$ cat config.mk
export PLATFORM = sky130hd
export DESIGN_NAME = pstr_regs
export DESIGN_NICKNAME = d
export VERILOG_FILES = /design/src/rtl/pstr_pkg.sv /design/src/rtl/pstr_regs.sv
export VERILOG_INCLUDE_DIRS = /design/src /design/src/rtl
export SDC_FILE = /design/constraint.sdc
export NUM_CORES = 1
export LEC_CHECK = 0
export BUFFER_PORTS_ARGS = -buffer_cell sky130_fd_sc_hd__buf_2
export CORE_ASPECT_RATIO = 0.9
export CORE_MARGIN = 2
export CORE_UTILIZATION = 51
export DETAILED_ROUTE_END_ITERATION = 8
export PLACE_DENSITY = 0.75
export SLEW_MARGIN = 0
export SYNTH_ARGS = -nofsm -noshare
export SYNTH_HDL_FRONTEND = slang
export SYNTH_SLANG_ARGS = --single-unit
$ cat constraint.sdc
create_clock -name core_clk -period 2.8 [get_ports core_clk]
set_clock_uncertainty 0.1 [all_clocks]
set_input_delay 0.56 -clock core_clk [delete_from_list [all_inputs] [get_ports core_clk]]
set_output_delay 0.56 -clock core_clk [all_outputs]
set_load 0.02 [all_outputs]
$ cat src/rtl/pstr_defines.svh
// Offsets, field positions, reset values and constants of the slot and phy tuning register bank.
// Included by the package and the bank; definitions only.
`ifndef PSTR_DEFINES_SVH
`define PSTR_DEFINES_SVH

// Byte addresses on the register bus
`define PSTR_OFS_LINK_CTRL   8'hc0
`define PSTR_OFS_SLOT_CAP    8'hc4
`define PSTR_OFS_SLOT_CTRL   8'hc8
`define PSTR_OFS_TUNE0       8'hcc
`define PSTR_OFS_TUNE1       8'hd0
`define PSTR_OFS_TUNE2       8'hd4
`define PSTR_OFS_IRQ_STATUS  8'he8
`define PSTR_OFS_IRQ_MASK    8'hec

// Slot capability bits that follow the hot-plug strap
`define PSTR_CAP_HP_MASK     32'h0000005d
// Edges to wait after reset before the synchronised strap is valid
`define PSTR_STRAP_WAIT      2'h2

// Slot control / status layout
`define PSTR_SCTL_RW_MASK    16'h07ff
`define PSTR_SSTS_EVT_LSB    16
`define PSTR_SSTS_EVT_W      5
`define PSTR_SSTS_LATCH_BIT  21
`define PSTR_SSTS_PRES_BIT   22

// Writable bits and reset values of the tuning registers
`define PSTR_TUNE0_RW_MASK   32'hffff1fff
`define PSTR_TUNE0_RESET     32'h04001060
`define PSTR_TUNE1_RW_MASK   32'hffff03ff
`define PSTR_TUNE1_RESET     32'h00000000
`define PSTR_TUNE2_RW_MASK   32'h007f7fff
`define PSTR_TUNE2_RESET     32'h00190254
`define PSTR_LINK_CTRL_MASK  32'h00000003
`define PSTR_LINK_CTRL_RESET 32'h00000000

// Fast training sequence ordered set: one comma then three K28.1
`define PSTR_FTS_COMMA       8'hbc
`define PSTR_FTS_FILL        8'h3c
`define PSTR_FTS_FILL_COUNT  3

// Interrupt status width (one bit per slot event)
`define PSTR_IRQ_W           5

`endif

$ cat src/rtl/pstr_pkg.sv
// Types shared by the slot and phy tuning register bank.
// Assumes pstr_defines.svh is on the include path.
`include "pstr_defines.svh"

package pstr_pkg;

  // Slot events as raised by the hot-plug logic
  typedef struct packed {
    logic cmd_done;
    logic presence_chg;
    logic latch_chg;
    logic power_fault;
    logic button;
  } pstr_slot_evt_t;

  // Slot control outputs towards the hot-plug logic
  typedef struct packed {
    logic       power_ctl;
    logic [1:0] power_ind;
    logic [1:0] atten_ind;
    logic       hp_int_en;
    logic [4:0] evt_en;
  } pstr_slot_ctl_t;

  // Phy tuning values towards the link training logic
  typedef struct packed {
    logic [15:0] l1_entry_timer;
    logic [4:0]  ts1_count;
    logic [2:0]  lane_neg_tries;
    logic        debug_sel;
    logic        force_config;
    logic        cross_link_en;
    logic        loopback_en;
    logic        hot_reset_en;
    logic [15:0] l1_life_timer;
    logic [9:0]  l0s_life_timer;
    logic [7:0]  clock_recovery_fts;
    logic [6:0]  l0s_exit_lat;
    logic [6:0]  l1_exit_lat;
    logic [1:0]  active_link_power_saving;
  } pstr_tune_t;

endpackage

$ cat src/rtl/pstr_regs.sv
// Slot capability/control/status and phy tuning register bank behind an Avalon-MM slave.
// Assumes strap and slot-state inputs arrive asynchronously; events are core_clk pulses.
//
// Local design decision: the Avalon-MM slave port.
`timescale 1ns/100ps
`default_nettype none
`include "pstr_defines.svh"

// Notes on behaviour
// - Five slot capability bits read 1 only with hot-plug strap in reverse mode.
// - Power controller, surprise, power limit, scale and slot number read zero.
// - Slot control bits 4:0 are writable event enables, reset to zero.
// - Bits 5, 7:6, 9:8, 10 of slot control are writable, reset zero.
// - Slot status bits 16..22 are read-only flags, reset zero.
// - Tuning 0 bits 0..2 enable hot reset, loopback, cross-link; reset zero.
// - Tuning 0 bit 3 forces training to Configuration, bit 4 debug select.
// - Tuning 0 bits 7:5 hold lane negotiation attempts, reset 3.
// - Tuning 0 bits 31:16 hold L1 entry timer default, reset 0400h.
// - Tuning 1 holds L0s lifetime bits 9:0, L1 lifetime bits 31:16.
// - Tuning 2 bits 7:0 hold clock recovery time in FTS sets, reset 54h.
// - An FTS ordered set is one K28.5 comma then three K28.1.
// - Tuning 2 bits 14:8 hold L0s exit latency, reset 2.
// - Tuning 2 bits 22:16 hold L1 exit latency, reset 19h.
// - Two-bit link power control selects L0s, L1, both or none; resets off.
module pstr_regs
(
  input  wire logic                    core_clk,
  input  wire logic                    rstn,
  input  wire logic [7:0]              avs_address,
  input  wire logic                    avs_read,
  input  wire logic                    avs_write,
  input  wire logic [31:0]             avs_writedata,
  input  wire logic [3:0]              avs_byteenable,
  output logic [31:0]                  avs_readdata,
  output logic                         avs_waitrequest,
  input  wire logic                    hp_strap,
  input  wire logic                    reverse_mode,
  input  wire logic                    latch_state,
  input  wire logic                    presence_state,
  input  wire pstr_pkg::pstr_slot_evt_t slot_evt,
  output pstr_pkg::pstr_slot_ctl_t     slot_ctl,
  output pstr_pkg::pstr_tune_t         tune,
  output logic [8:0]                   fts_symbol,
  output logic                         irq
);

  // Two-flop synchronisers for the asynchronous levels
  logic [3:0] sync_a;
  logic [3:0] sync_b;

  always_ff @(posedge core_clk or negedge rstn)
  begin
    if (!rstn)
    begin
      sync_a <= 4'h0;
      sync_b <= 4'h0;
    end
    else
    begin
      sync_a <= {presence_state, latch_state, reverse_mode, hp_strap};
      sync_b <= sync_a;
    end
  end

  // Strap captured once, after the synchroniser has filled; a later strap change is ignored
  logic       hp_cap;
  logic       strap_taken;
  logic [1:0] strap_wait;

  always_ff @(posedge core_clk or negedge rstn)
  begin
    if (!rstn)
    begin
      hp_cap      <= 1'b0;
      strap_taken <= 1'b0;
      strap_wait  <= 2'h0;
    end
    else if (!strap_taken)
    begin
      if (strap_wait == `PSTR_STRAP_WAIT)
      begin
        hp_cap      <= sync_b[0] & sync_b[1];
        strap_taken <= 1'b1;
      end
      else
        strap_wait <= strap_wait + 2'h1;
    end
  end

  // Slot capability: only strap-dependent bits can be set, rest reads zero
  logic [31:0] slot_cap;
  assign slot_cap = hp_cap ? `PSTR_CAP_HP_MASK : 32'h0000_0000;

  // Bus handshake: every access gets one wait cycle, answer on the second edge
  logic acc_pending;
  logic acc_take;
  assign acc_take = (avs_read | avs_write) & acc_pending;

  always_ff @(posedge core_clk or negedge rstn)
  begin
    if (!rstn)
      acc_pending <= 1'b0;
    else if (acc_take)
      acc_pending <= 1'b0;
    else if (avs_read | avs_write)
      acc_pending <= 1'b1;
  end

  logic wr_go;
  logic rd_go;
  assign wr_go = acc_take & avs_write;
  assign rd_go = acc_take & avs_read;

  // Byte-lane write mask
  logic [31:0] be_mask;
  genvar gi;
  generate
    for (gi = 0; gi < 4; gi++)
    begin : g_be
      assign be_mask[gi*8 +: 8] = {8{avs_byteenable[gi]}};
    end
  endgenerate

  // Masked write helper: only writable bits on enabled lanes change
  function automatic logic [31:0] merge(input logic [31:0] cur, input logic [31:0] wd,
                                        input logic [31:0] rw, input logic [31:0] be);
    logic [31:0] m;
    m = rw & be;
    merge = (cur & ~m) | (wd & m);
  endfunction

  // Writable registers
  logic [31:0] slot_ctrl_r;
  logic [31:0] tune0;
  logic [31:0] tune1;
  logic [31:0] tune2;
  logic [31:0] link_ctrl;
  logic [31:0] irq_mask;

  always_ff @(posedge core_clk or negedge rstn)
  begin
    if (!rstn)
    begin
      slot_ctrl_r <= 32'h0000_0000;
      tune0       <= `PSTR_TUNE0_RESET;
      tune1       <= `PSTR_TUNE1_RESET;
      tune2       <= `PSTR_TUNE2_RESET;
      link_ctrl   <= `PSTR_LINK_CTRL_RESET;
      irq_mask    <= 32'h0000_0000;
    end
    else if (wr_go)
    begin
      case (avs_address)
        `PSTR_OFS_SLOT_CTRL:
          slot_ctrl_r <= merge(slot_ctrl_r, avs_writedata, {16'h0000, `PSTR_SCTL_RW_MASK}, be_mask);
        `PSTR_OFS_TUNE0:
          tune0 <= merge(tune0, avs_writedata, `PSTR_TUNE0_RW_MASK, be_mask);
        `PSTR_OFS_TUNE1:
          tune1 <= merge(tune1, avs_writedata, `PSTR_TUNE1_RW_MASK, be_mask);
        `PSTR_OFS_TUNE2:
          tune2 <= merge(tune2, avs_writedata, `PSTR_TUNE2_RW_MASK, be_mask);
        `PSTR_OFS_LINK_CTRL:
          link_ctrl <= merge(link_ctrl, avs_writedata, `PSTR_LINK_CTRL_MASK, be_mask);
        `PSTR_OFS_IRQ_MASK:
          irq_mask <= merge(irq_mask, avs_writedata, 32'h0000_001f, be_mask);
        default:
          ;
      endcase
    end
  end

  // Slot status event flags: set by events, cleared by a slot status read; set wins.
  // Only the flags that the read reported are cleared, so an event in the wait cycle is kept.
  logic [4:0] evt_vec;
  logic [4:0] slot_flags;
  logic       rd_slot;
  assign evt_vec = slot_evt;
  assign rd_slot = rd_go & (avs_address == `PSTR_OFS_SLOT_CTRL);

  always_ff @(posedge core_clk or negedge rstn)
  begin
    if (!rstn)
      slot_flags <= 5'h00;
    else
      slot_flags <= evt_vec | (rd_slot ? (slot_flags & ~avs_readdata[20:16]) : slot_flags);
  end

  // Interrupt status: sticky per event, read of status clears what it reported, set wins
  logic [4:0] irq_status;
  logic [4:0] next_irq_status;
  logic       rd_irq;
  assign rd_irq          = rd_go & (avs_address == `PSTR_OFS_IRQ_STATUS);
  assign next_irq_status = evt_vec | (rd_irq ? (irq_status & ~avs_readdata[4:0]) : irq_status);

  always_ff @(posedge core_clk or negedge rstn)
  begin
    if (!rstn)
      irq_status <= 5'h00;
    else
      irq_status <= next_irq_status;
  end

  // Level interrupt from a flop; a mask bit of 1 lets its status bit through
  always_ff @(posedge core_clk or negedge rstn)
  begin
    if (!rstn)
      irq <= 1'b0;
    else
      irq <= |(next_irq_status & irq_mask[4:0]);
  end

  // Read mux; unmapped addresses answer zero
  logic [31:0] slot_word;
  logic [31:0] rd_mux;
  assign slot_word = {9'h000, sync_b[3], sync_b[2], slot_flags, slot_ctrl_r[15:0]};

  always_comb
  begin
    case (avs_address)
      `PSTR_OFS_LINK_CTRL:  rd_mux = link_ctrl;
      `PSTR_OFS_SLOT_CAP:   rd_mux = slot_cap;
      `PSTR_OFS_SLOT_CTRL:  rd_mux = slot_word;
      `PSTR_OFS_TUNE0:      rd_mux = tune0;
      `PSTR_OFS_TUNE1:      rd_mux = tune1;
      `PSTR_OFS_TUNE2:      rd_mux = tune2;
      `PSTR_OFS_IRQ_STATUS: rd_mux = {27'h0000000, irq_status};
      `PSTR_OFS_IRQ_MASK:   rd_mux = irq_mask;
      default:              rd_mux = 32'h0000_0000;
    endcase
  end

  // Read data registered in the wait cycle so it stands at the accepting edge
  always_ff @(posedge core_clk or negedge rstn)
  begin
    if (!rstn)
      avs_readdata <= 32'h0000_0000;
    else if (avs_read & ~acc_pending)
      avs_readdata <= rd_mux;
  end

  // Waitrequest high except in the cycle where the access is accepted
  always_ff @(posedge core_clk or negedge rstn)
  begin
    if (!rstn)
      avs_waitrequest <= 1'b1;
    else
      avs_waitrequest <= ~((avs_read | avs_write) & ~acc_pending);
  end

  // Registered copies of control fields towards the link logic
  always_ff @(posedge core_clk or negedge rstn)
  begin
    if (!rstn)
    begin
      slot_ctl <= '0;
      tune     <= '0;
    end
    else
    begin
      slot_ctl                      <= slot_ctrl_r[10:0];
      tune.hot_reset_en             <= tune0[0];
      tune.loopback_en              <= tune0[1];
      tune.cross_link_en            <= tune0[2];
      tune.force_config             <= tune0[3];
      tune.debug_sel                <= tune0[4];
      tune.lane_neg_tries           <= tune0[7:5];
      tune.ts1_count                <= tune0[12:8];
      tune.l1_entry_timer           <= tune0[31:16];
      tune.l0s_life_timer           <= tune1[9:0];
      tune.l1_life_timer            <= tune1[31:16];
      tune.clock_recovery_fts       <= tune2[7:0];
      tune.l0s_exit_lat             <= tune2[14:8];
      tune.l1_exit_lat              <= tune2[22:16];
      tune.active_link_power_saving <= link_ctrl[1:0];
    end
  end

  // FTS symbol stream: index 0 is the comma (K flag in bit 8), then three fill symbols
  logic [1:0] fts_idx;

  always_ff @(posedge core_clk or negedge rstn)
  begin
    if (!rstn)
    begin
      fts_idx    <= 2'h0;
      fts_symbol <= 9'h000;
    end
    else
    begin
      fts_idx    <= fts_idx + 2'h1;
      fts_symbol <= (fts_idx == 2'h0) ? {1'b1, `PSTR_FTS_COMMA} : {1'b1, `PSTR_FTS_FILL};
    end
  end

endmodule
`default_nettype wire

Word-level counts from Yosys, hierarchy flattened

Cells that the tools add are included.

Bits in registers: 350
Bits in latches: 0
RAM bits: 0
Memory bits (read-only): 0
Logic and storage cells: 113
Memories: 0

Add/subtract/negate cells: 2
Multipliers: 0
Div/mod/pow operators: 0
Order comparisons: 0
Eq/ne operators: 9
Shifts and indexed selects: 0
Muxes and demuxes: 9
Bitwise gates (word level): 44
Reductions and logical operators: 11

Operators with widths:

| kind                                                           | count |
|---|---|
| 32-bit AND                                                     | 8 |
| 32-bit one-hot mux with 8 select lines                         | 1 |
| 32-bit OR                                                      | 6 |
| 8-bit == test (second input constant)                          | 8 |
| 32-bit inverter                                                | 2 |
| 32-bit by 11-bit AND with 32-bit output                        | 1 |
| 32-bit by 2-bit AND with 32-bit output                         | 1 |
| 32-bit by 23-bit AND with 32-bit output                        | 1 |
| 32-bit by 5-bit AND with 32-bit output                         | 1 |
| 11-bit inverter with 32-bit output                             | 1 |
| 2-bit inverter with 32-bit output                              | 1 |
| 23-bit inverter with 32-bit output                             | 1 |
| 5-bit inverter with 32-bit output                              | 1 |
| 2-bit AND reduction                                            | 8 |
| 5-bit AND                                                      | 3 |
| 5-bit 2-to-1 mux                                               | 2 |
| 5-bit inverter                                                 | 2 |
| 5-bit OR                                                       | 2 |
| 1-bit AND                                                      | 8 |
| 8-bit 2-to-1 mux                                               | 1 |
| 7-bit 2-to-1 mux                                               | 1 |
| 5-bit OR reduction                                             | 1 |
| 2-bit by 1-bit adder with 2-bit output (second input constant) | 2 |
| 1-bit 2-to-1 mux                                               | 4 |
| 5 further kinds                                                | 8 |

Longest topological paths before layout

Gate-level depths: netlist of the first run.

Depth after elaboration: 8
Mapped depth: 7
Gate-level depth less buffers: 5

Worst setup path after synthesis of the first run

OpenSTA, ideal clock, no wires.

Kind: input port to flip-flop
From: input port avs_address[4]
To: register (tool-made name)
Data arrival time: 1.946 ns
Data required time: 2.575 ns
Path slack: 0.629 ns
Stages: 5
Cell sequence: buf_2 > nand4b_2 > or3_4 > nor3_4 > mux2_2

RTL lines:

| what               | line            | source |
|---|---|---|
| start: declaration | pstr_regs.sv:29 | `input wire logic [7:0] avs_address,` |

==> results.sh, run 1 <==
export IMPL_firstDrtPassIters=4
export IMPL_fin_nets=899
export IMPL_max_stage_delay_ps=530
export IMPL_critPathTopFamily="simple AND/OR/NAND/NOR gates"
export IMPL_slew_violations=0
export IMPL_io_buffers=184
export IMPL_period_share=0.760
export IMPL_cp_data_arrival_time_ps=2410
export IMPL_worst_pin_slew_ps=959
export IMPL_synth_cells=636
export IMPL_crit_chain="nand3_1 -> nor2_1 -> nand2_1 -> mux2_2"
export IMPL_critPathCaptureType="flop"
export IMPL_ant_nets=0
export IMPL_finalSetupViolCount=0
export IMPL_routabilityCongestion=0.907
export IMPL_wl_um=21600
export IMPL_finalCriticalPeriod_ps=2130
export IMPL_ctsHtreeMaxLevel=1
export IMPL_rows=46
export IMPL_synth_seq_cells=245
export IMPL_avgRoutedWirePerCell_um=19.6
export IMPL_relSlewSlack=0.361
export IMPL_cp_start_kind="flop"
export IMPL_coreArea_mm2=0.0176
export IMPL_cts_tree="done"
export IMPL_critPathBufInv=0
export IMPL_cp_data_required_time_ps=3080
export IMPL_grt_start_max_net_pins=73
export IMPL_grt_setup_unrepaired="no"
export IMPL_setup_tns_ps=0
export IMPL_cts_root_buf="clkbuf_16"
export IMPL_fillCellCount=1348
export IMPL_path_clk_slew_ps=60
export IMPL_viasPerCell=5.40
export IMPL_finalPower_uw=7340
export IMPL_grt_util_all_layers=0.231
export IMPL_dp_slack_ps=313
export IMPL_drt_initial_drc_count=352
export IMPL_cts_made_buffers=25
export IMPL_ctsResizeCount=0
export IMPL_hold_violations=0
export IMPL_ios=190
export IMPL_fp_dieW_um=145
export IMPL_clkPwrFrac=0.430
export IMPL_cts_setup_buffers=0
export IMPL_fin_ws_ps=672
export IMPL_max_freq_ghz=0.470
export IMPL_grt_pass1_vias=6287
export IMPL_switching_share=0.225
export IMPL_drive_gt1_frac=0.439
export IMPL_route_detailed_drc=0
export IMPL_slowest_stage="dfrtp_1"
export IMPL_clk_latency_ps=500
export IMPL_ctsHoldBuffers=1
export IMPL_dp_hpwl_um=15100
export IMPL_cap_violations=0
export IMPL_hold_path_class="primary input to flop"
export IMPL_grt_pass1_wl_um=34800
export IMPL_async_reset_ff_frac=1.00
export IMPL_synth_flop_cell="dfrtp_1"
export IMPL_die_h_um=131
export IMPL_synth_edff_count=0
export IMPL_antenna_found_initial=3
export IMPL_cp_max_fo=11
export IMPL_reg2reg_slack_ps=670
export IMPL_ys_seq_area_frac=0.671
export IMPL_powerDensity_mw_per_mm2=654
export IMPL_start_util=0.520
export IMPL_synth_area_mm2=0.00917
export IMPL_ir_worst_vdd_mv=0.395
export IMPL_clock_sinks=245
export IMPL_p_int_uw=5690
export IMPL_clock_path_buffers=3
export IMPL_die_area_mm2=0.0191
export IMPL_syn_to_final_growth_pct=22.5
export IMPL_switching_power_uw=1660
export IMPL_power_frac_comb=0.066
export IMPL_yosys_cell_types_count=61
export IMPL_avgSynthCellArea_um2=14.4
export IMPL_ys_warn_count=0
export IMPL_status="complete, no violations"
export IMPL_crit_type="flop to flop"
export IMPL_vias=5937
export IMPL_gr_total_overflow=0
export IMPL_p_leak_uw=0.00578
export IMPL_seqPwrFrac=0.504
## worst paths after layout
kind                                   from     endpoint  cells after the start
worst max-delay path            acc_pending         flop                      4
worst min-delay path            latch_state    sync_a[2]                      1
worst max register to register  acc_pending         flop                      4
worst min register to register    sync_a[3]    sync_b[3]                      0
max in group asynchronous              rstn    async pin                      3
min in group asynchronous              rstn  slot_ctl[4]                      2
## cell usage after synthesis (all sizes together), types with 2 or more instances
| master | number | area (µm²) |
|---|---|---|
| nand2 | 52 | 195 |
| nor2 | 9 | 56.3 |
| o21ai | 35 | 175 |
| and4b | 2 | 20.0 |
| mux2i | 20 | 200 |
| a21o | 7 | 52.6 |
| o221ai | 2 | 17.5 |
| or2 | 3 | 18.8 |
| mux4 | 3 | 67.6 |
| inv | 7 | 26.3 |
| nor2b | 5 | 31.3 |
| nand3b | 2 | 15.0 |
| nand3 | 12 | 60.1 |
| or4 | 2 | 15.0 |
| clkbuf | 11 | 42.5 |
| buf | 22 | 139 |
| a21oi | 15 | 75.1 |
| and3 | 5 | 31.3 |
| dfrtp | 233 | 5830 |
| conb | 2 | 7.51 |
| mux2 | 107 | 1200 |
| nor4 | 6 | 67.6 |
| o211a | 3 | 30.0 |
| nor3 | 17 | 96.4 |
| o22a | 2 | 17.5 |
| o211ai | 2 | 20.0 |
| nand4bb | 2 | 22.5 |
| or3 | 2 | 17.5 |
| ha | 2 | 25.0 |
| xnor2 | 2 | 17.5 |
| a22oi | 11 | 82.6 |
| dfstp | 12 | 315 |
| nand4b | 2 | 23.8 |
## metal layers
metal / wire length [µm] / GRT usage
met1: 8950 / 0.317
met2: 10300 / 0.368
met3: 1480 / 0.0465
met4: 815 / 0.0877
met5: 0 / 0
## cell usage in the layout, fill, tap and decap left out, types with 3 or more instances in the layout
cell type and n:
a21o_1 7, a21oi_1 15, mux4_2 3, inv_1 7
mux2_2 107, and3_1 5, nor2b_1 5, a22oi_1 11
dfrtp_1 233, clkbuf_8 6, clkbuf_1 10, nand3_1 12
buf_2 183, diode_2 3, buf_4 20, o211a_1 3
o21ai_0 31, nor2_4 3, nor3_1 15, nor4_1 4
clkbuf_16 25, conb_1 5, mux2i_1 20, dfstp_2 12
nand2_1 52, nor2_1 6, o21ai_1 4
## cells by family after synthesis
group / after synthesis / share of synthesized area
other: 2 / 0.000819
and+or+nand+nor: 129 / 0.0812
muxes: 130 / 0.161
xor gates and xnor gates: 2 / 0.00191
DFF: 245 / 0.671
adders and majority gates: 2 / 0.00273
AOI/OAI and AO/OA: 86 / 0.0594
buffers and inverters: 40 / 0.0227
## layout make-up
| class | instances | area (µm²) | area share |
|---|---|---|---|
| sequential | 245 | 6150 | 0.548 |
| multi-input combinational | 354 | 2830 | 0.252 |
| timing repair buffer | 207 | 1130 | 0.101 |
| clock buffer | 41 | 746 | 0.0664 |
| tap | 240 | 300 | 0.0268 |
| clock inverter | 3 | 40.0 | 0.00357 |
| inverter | 7 | 26.3 | 0.00234 |
| antenna | 3 | 7.51 | 0.000669 |
## worst reg2reg max path: cells and delay by family, from the launching register on
kind,cells,cell delay (ps)
DFF,1,530
muxes,1,420
and+or+nand+nor,3,960
## power groups by stage
stage | sequential (µW) | combinational, µW | clock, µW
after global placement | 3760 | 474 | 0
after floorplan | 3780 | 216 | 0
after global routing | 3710 | 530 | 3380
after detailed placement | 3760 | 489 | 0
final | 3700 | 484 | 3160
after CTS | 3700 | 493 | 3230
## through the flow
stage	hold slack (ps)	cell area, µm²	std cells	utilization
6_report	60.6	11200	1100	0.637
5_1_grt	38.6	11200	1099	0.637
4_1_cts	45.0	11200	1097	0.637
3_5_place_dp	236	10400	1052	0.592
3_3_place_gp	235	10400	1052	0.592
2_1_floorplan	164	9180	639	-
Power figures use the tool's default switching activity.
==> run 2, diff against run 1 <==
--- a/config.mk
+++ b/config.mk
@@ -9,7 +9,7 @@
 export BUFFER_PORTS_ARGS = -buffer_cell sky130_fd_sc_hd__buf_2
 export CORE_ASPECT_RATIO = 0.9
 export CORE_MARGIN = 2
-export CORE_UTILIZATION = 51
+export CORE_UTILIZATION = 49
 export DETAILED_ROUTE_END_ITERATION = 8
 export PLACE_DENSITY = 0.75
 export SLEW_MARGIN = 0
==> constraint.sdc (replaced) <==
create_clock -name core_clk -period 1.8 [get_ports core_clk]
set_clock_uncertainty 0.1 [all_clocks]
set_input_delay 0.36 -clock core_clk [delete_from_list [all_inputs] [get_ports core_clk]]
set_output_delay 0.36 -clock core_clk [all_outputs]
set_load 0.02 [all_outputs]
==> results.sh, run 2 (synthesis results as in run 1) <==
export IMPL_dp_slack_ps=-330
export IMPL_ir_worst_vdd_mv=0.777
export IMPL_gr_total_overflow=0
export IMPL_io_buffers=184
export IMPL_critPathTopFamily="flip-flops"
export IMPL_use_met3=0.0493
export IMPL_grt_pass1_vias=6359
export IMPL_clock_sinks=245
export IMPL_slew_violations=0
export IMPL_met1_usage=0.314
export IMPL_grt_start_max_net_pins=52
export IMPL_max_freq_ghz=0.603
export IMPL_fp_dieW_um=148
export IMPL_drt_initial_drc_count=384
export IMPL_cp_start_kind="flop"
export IMPL_path_clk_slew_ps=60
export IMPL_seqPwrFrac=0.489
export IMPL_powerDensity_mw_per_mm2=978
export IMPL_cts_setup_buffers=0
export IMPL_fin_ws_ps=141
export IMPL_busiest_layer="met2"
export IMPL_reg2regPathDepth=4
export IMPL_cts_made_buffers=25
export IMPL_start_util=0.500
export IMPL_rows=47
export IMPL_cp_data_required_time_ps=1340
export IMPL_hold_violations=0
export IMPL_hold_path_class="primary input to flop"
export IMPL_cts_root_buf="clkbuf_16"
export IMPL_cts_tree="done"
export IMPL_finalSetupViolCount=0
export IMPL_seqCellArea_mm2=0.00615
export IMPL_ios=190
export IMPL_cp_max_fo=1
export IMPL_switching_share=0.232
export IMPL_grt_util_all_layers=0.228
export IMPL_finalCriticalPeriod_ps=1660
export IMPL_cp_endpoint="avs_waitrequest"
export IMPL_ctsHtreeMaxLevel=1
export IMPL_antenna_found_initial=4
export IMPL_viasPerCell=5.17
export IMPL_hold_depth=2
export IMPL_slowest_stage="dfstp_2"
export IMPL_grt_met2_usage=0.368
export IMPL_r2r_start="acc_pending"
export IMPL_cp_data_arrival_time_ps=1200
export IMPL_crit_chain="buf_2"
export IMPL_vias=6095
export IMPL_dp_cells=1106
export IMPL_critPathBufInv=1
export IMPL_critPathCaptureType="output pin"
export IMPL_syn_to_final_growth_pct=31.2
export IMPL_startpoint="avs_waitrequest"
export IMPL_reg2reg_slack_ps=150
export IMPL_coreArea_mm2=0.0183
export IMPL_fillCellCount=1399
export IMPL_ant_nets=0
export IMPL_multi_input_area_mm2=0.00285
export IMPL_power_frac_comb=0.079
export IMPL_wl_um=22100
export IMPL_relSlewSlack=0.633
export IMPL_worst_pin_slew_ps=545
export IMPL_fin_nets=971
export IMPL_period_share=0.922
export IMPL_finalInstanceArea_mm2=0.0120
export IMPL_cap_violations=0
export IMPL_hold_start="avs_writedata[10]"
export IMPL_avgRoutedWirePerCell_um=18.8
export IMPL_layout_commonest_cell="dfrtp_1"
export IMPL_placed_area_mm2=0.0110
export IMPL_final_cell_mix="232 x dfrtp_1, 183 x buf_2, 106 x mux2_2"
export IMPL_p_int_uw=9020
export IMPL_dp_hpwl_um=15100
export IMPL_firstDrtPassIters=4
export IMPL_p_leak_uw=0.00619
export IMPL_die_h_um=134
export IMPL_grt_pass1_wl_um=35000
export IMPL_stdcell_count=1178
export IMPL_crit_type="flop to output pin"
export IMPL_status="complete, no violations"
export IMPL_clock_path_buffers=3
export IMPL_clkPwrFrac=0.433
export IMPL_max_stage_delay_ps=510
export IMPL_crit_cells=1
export IMPL_route_detailed_drc=0
export IMPL_die_area_mm2=0.0198
export IMPL_setup_tns_ps=0
export IMPL_switching_power_uw=2730
export IMPL_routabilityCongestion=0.837
export IMPL_clk_latency_ps=520
export IMPL_drive_gt1_frac=0.468
export IMPL_grt_setup_unrepaired="no"
export IMPL_finalPower_uw=11800
run 2: how the worst min path moves through the flow:
stage                      to
finish                   flop
global route             flop
CTS                      flop
detailed placement   tune[26]
global placement     tune[18]
floorplan           async pin
run 2: repair_timing:
action                                 CTS  global route
endpoints found under the hold margin   74             0
hold buffers                            24             0
setup endpoints to repair                0             4
resized for setup                        0             1
run 2: metal layers:
| layer | vias up | part of all wire |
|---|---|---|
| met4 | 4 | 0.028 |
| met2 | 199 | 0.48 |
| met1 | 3036 | 0.43 |
| met3 | 49 | 0.064 |
| li1 | 2807 | - |
| met5 | - | 0.00095 |
run 2: cell type report:
class / instances / share of cell area
inverter: 7 / 0.00219
timing repair buffer: 279 / 0.155
clock buffer: 36 / 0.0613
antenna: 2 / 0.000416
clock inverter: 10 / 0.00708
sequential: 245 / 0.511
tap: 245 / 0.0255
multi-input combinational: 354 / 0.237
run 2: power by group through the flow:
stage | sequential, µW | clock [µW] | combinational [µW]
2_1_floorplan | 5880 | 0 | 341
3_3_place_gp | 5830 | 0 | 875
3_5_place_dp | 5840 | 0 | 887
4_1_cts | 5740 | 5160 | 934
5_1_grt | 5750 | 5410 | 1000
6_report | 5740 | 5090 | 925
run 2: metrics by stage:
| step | utilization | hold slack [ps] |
|---|---|---|
| floorplan | - | -35.6 |
| global placement | 0.597 | 229 |
| detailed placement | 0.597 | 232 |
| CTS | 0.655 | 0.756 |
| global route | 0.655 | 2.69 |
| finish | 0.655 | 10.5 |
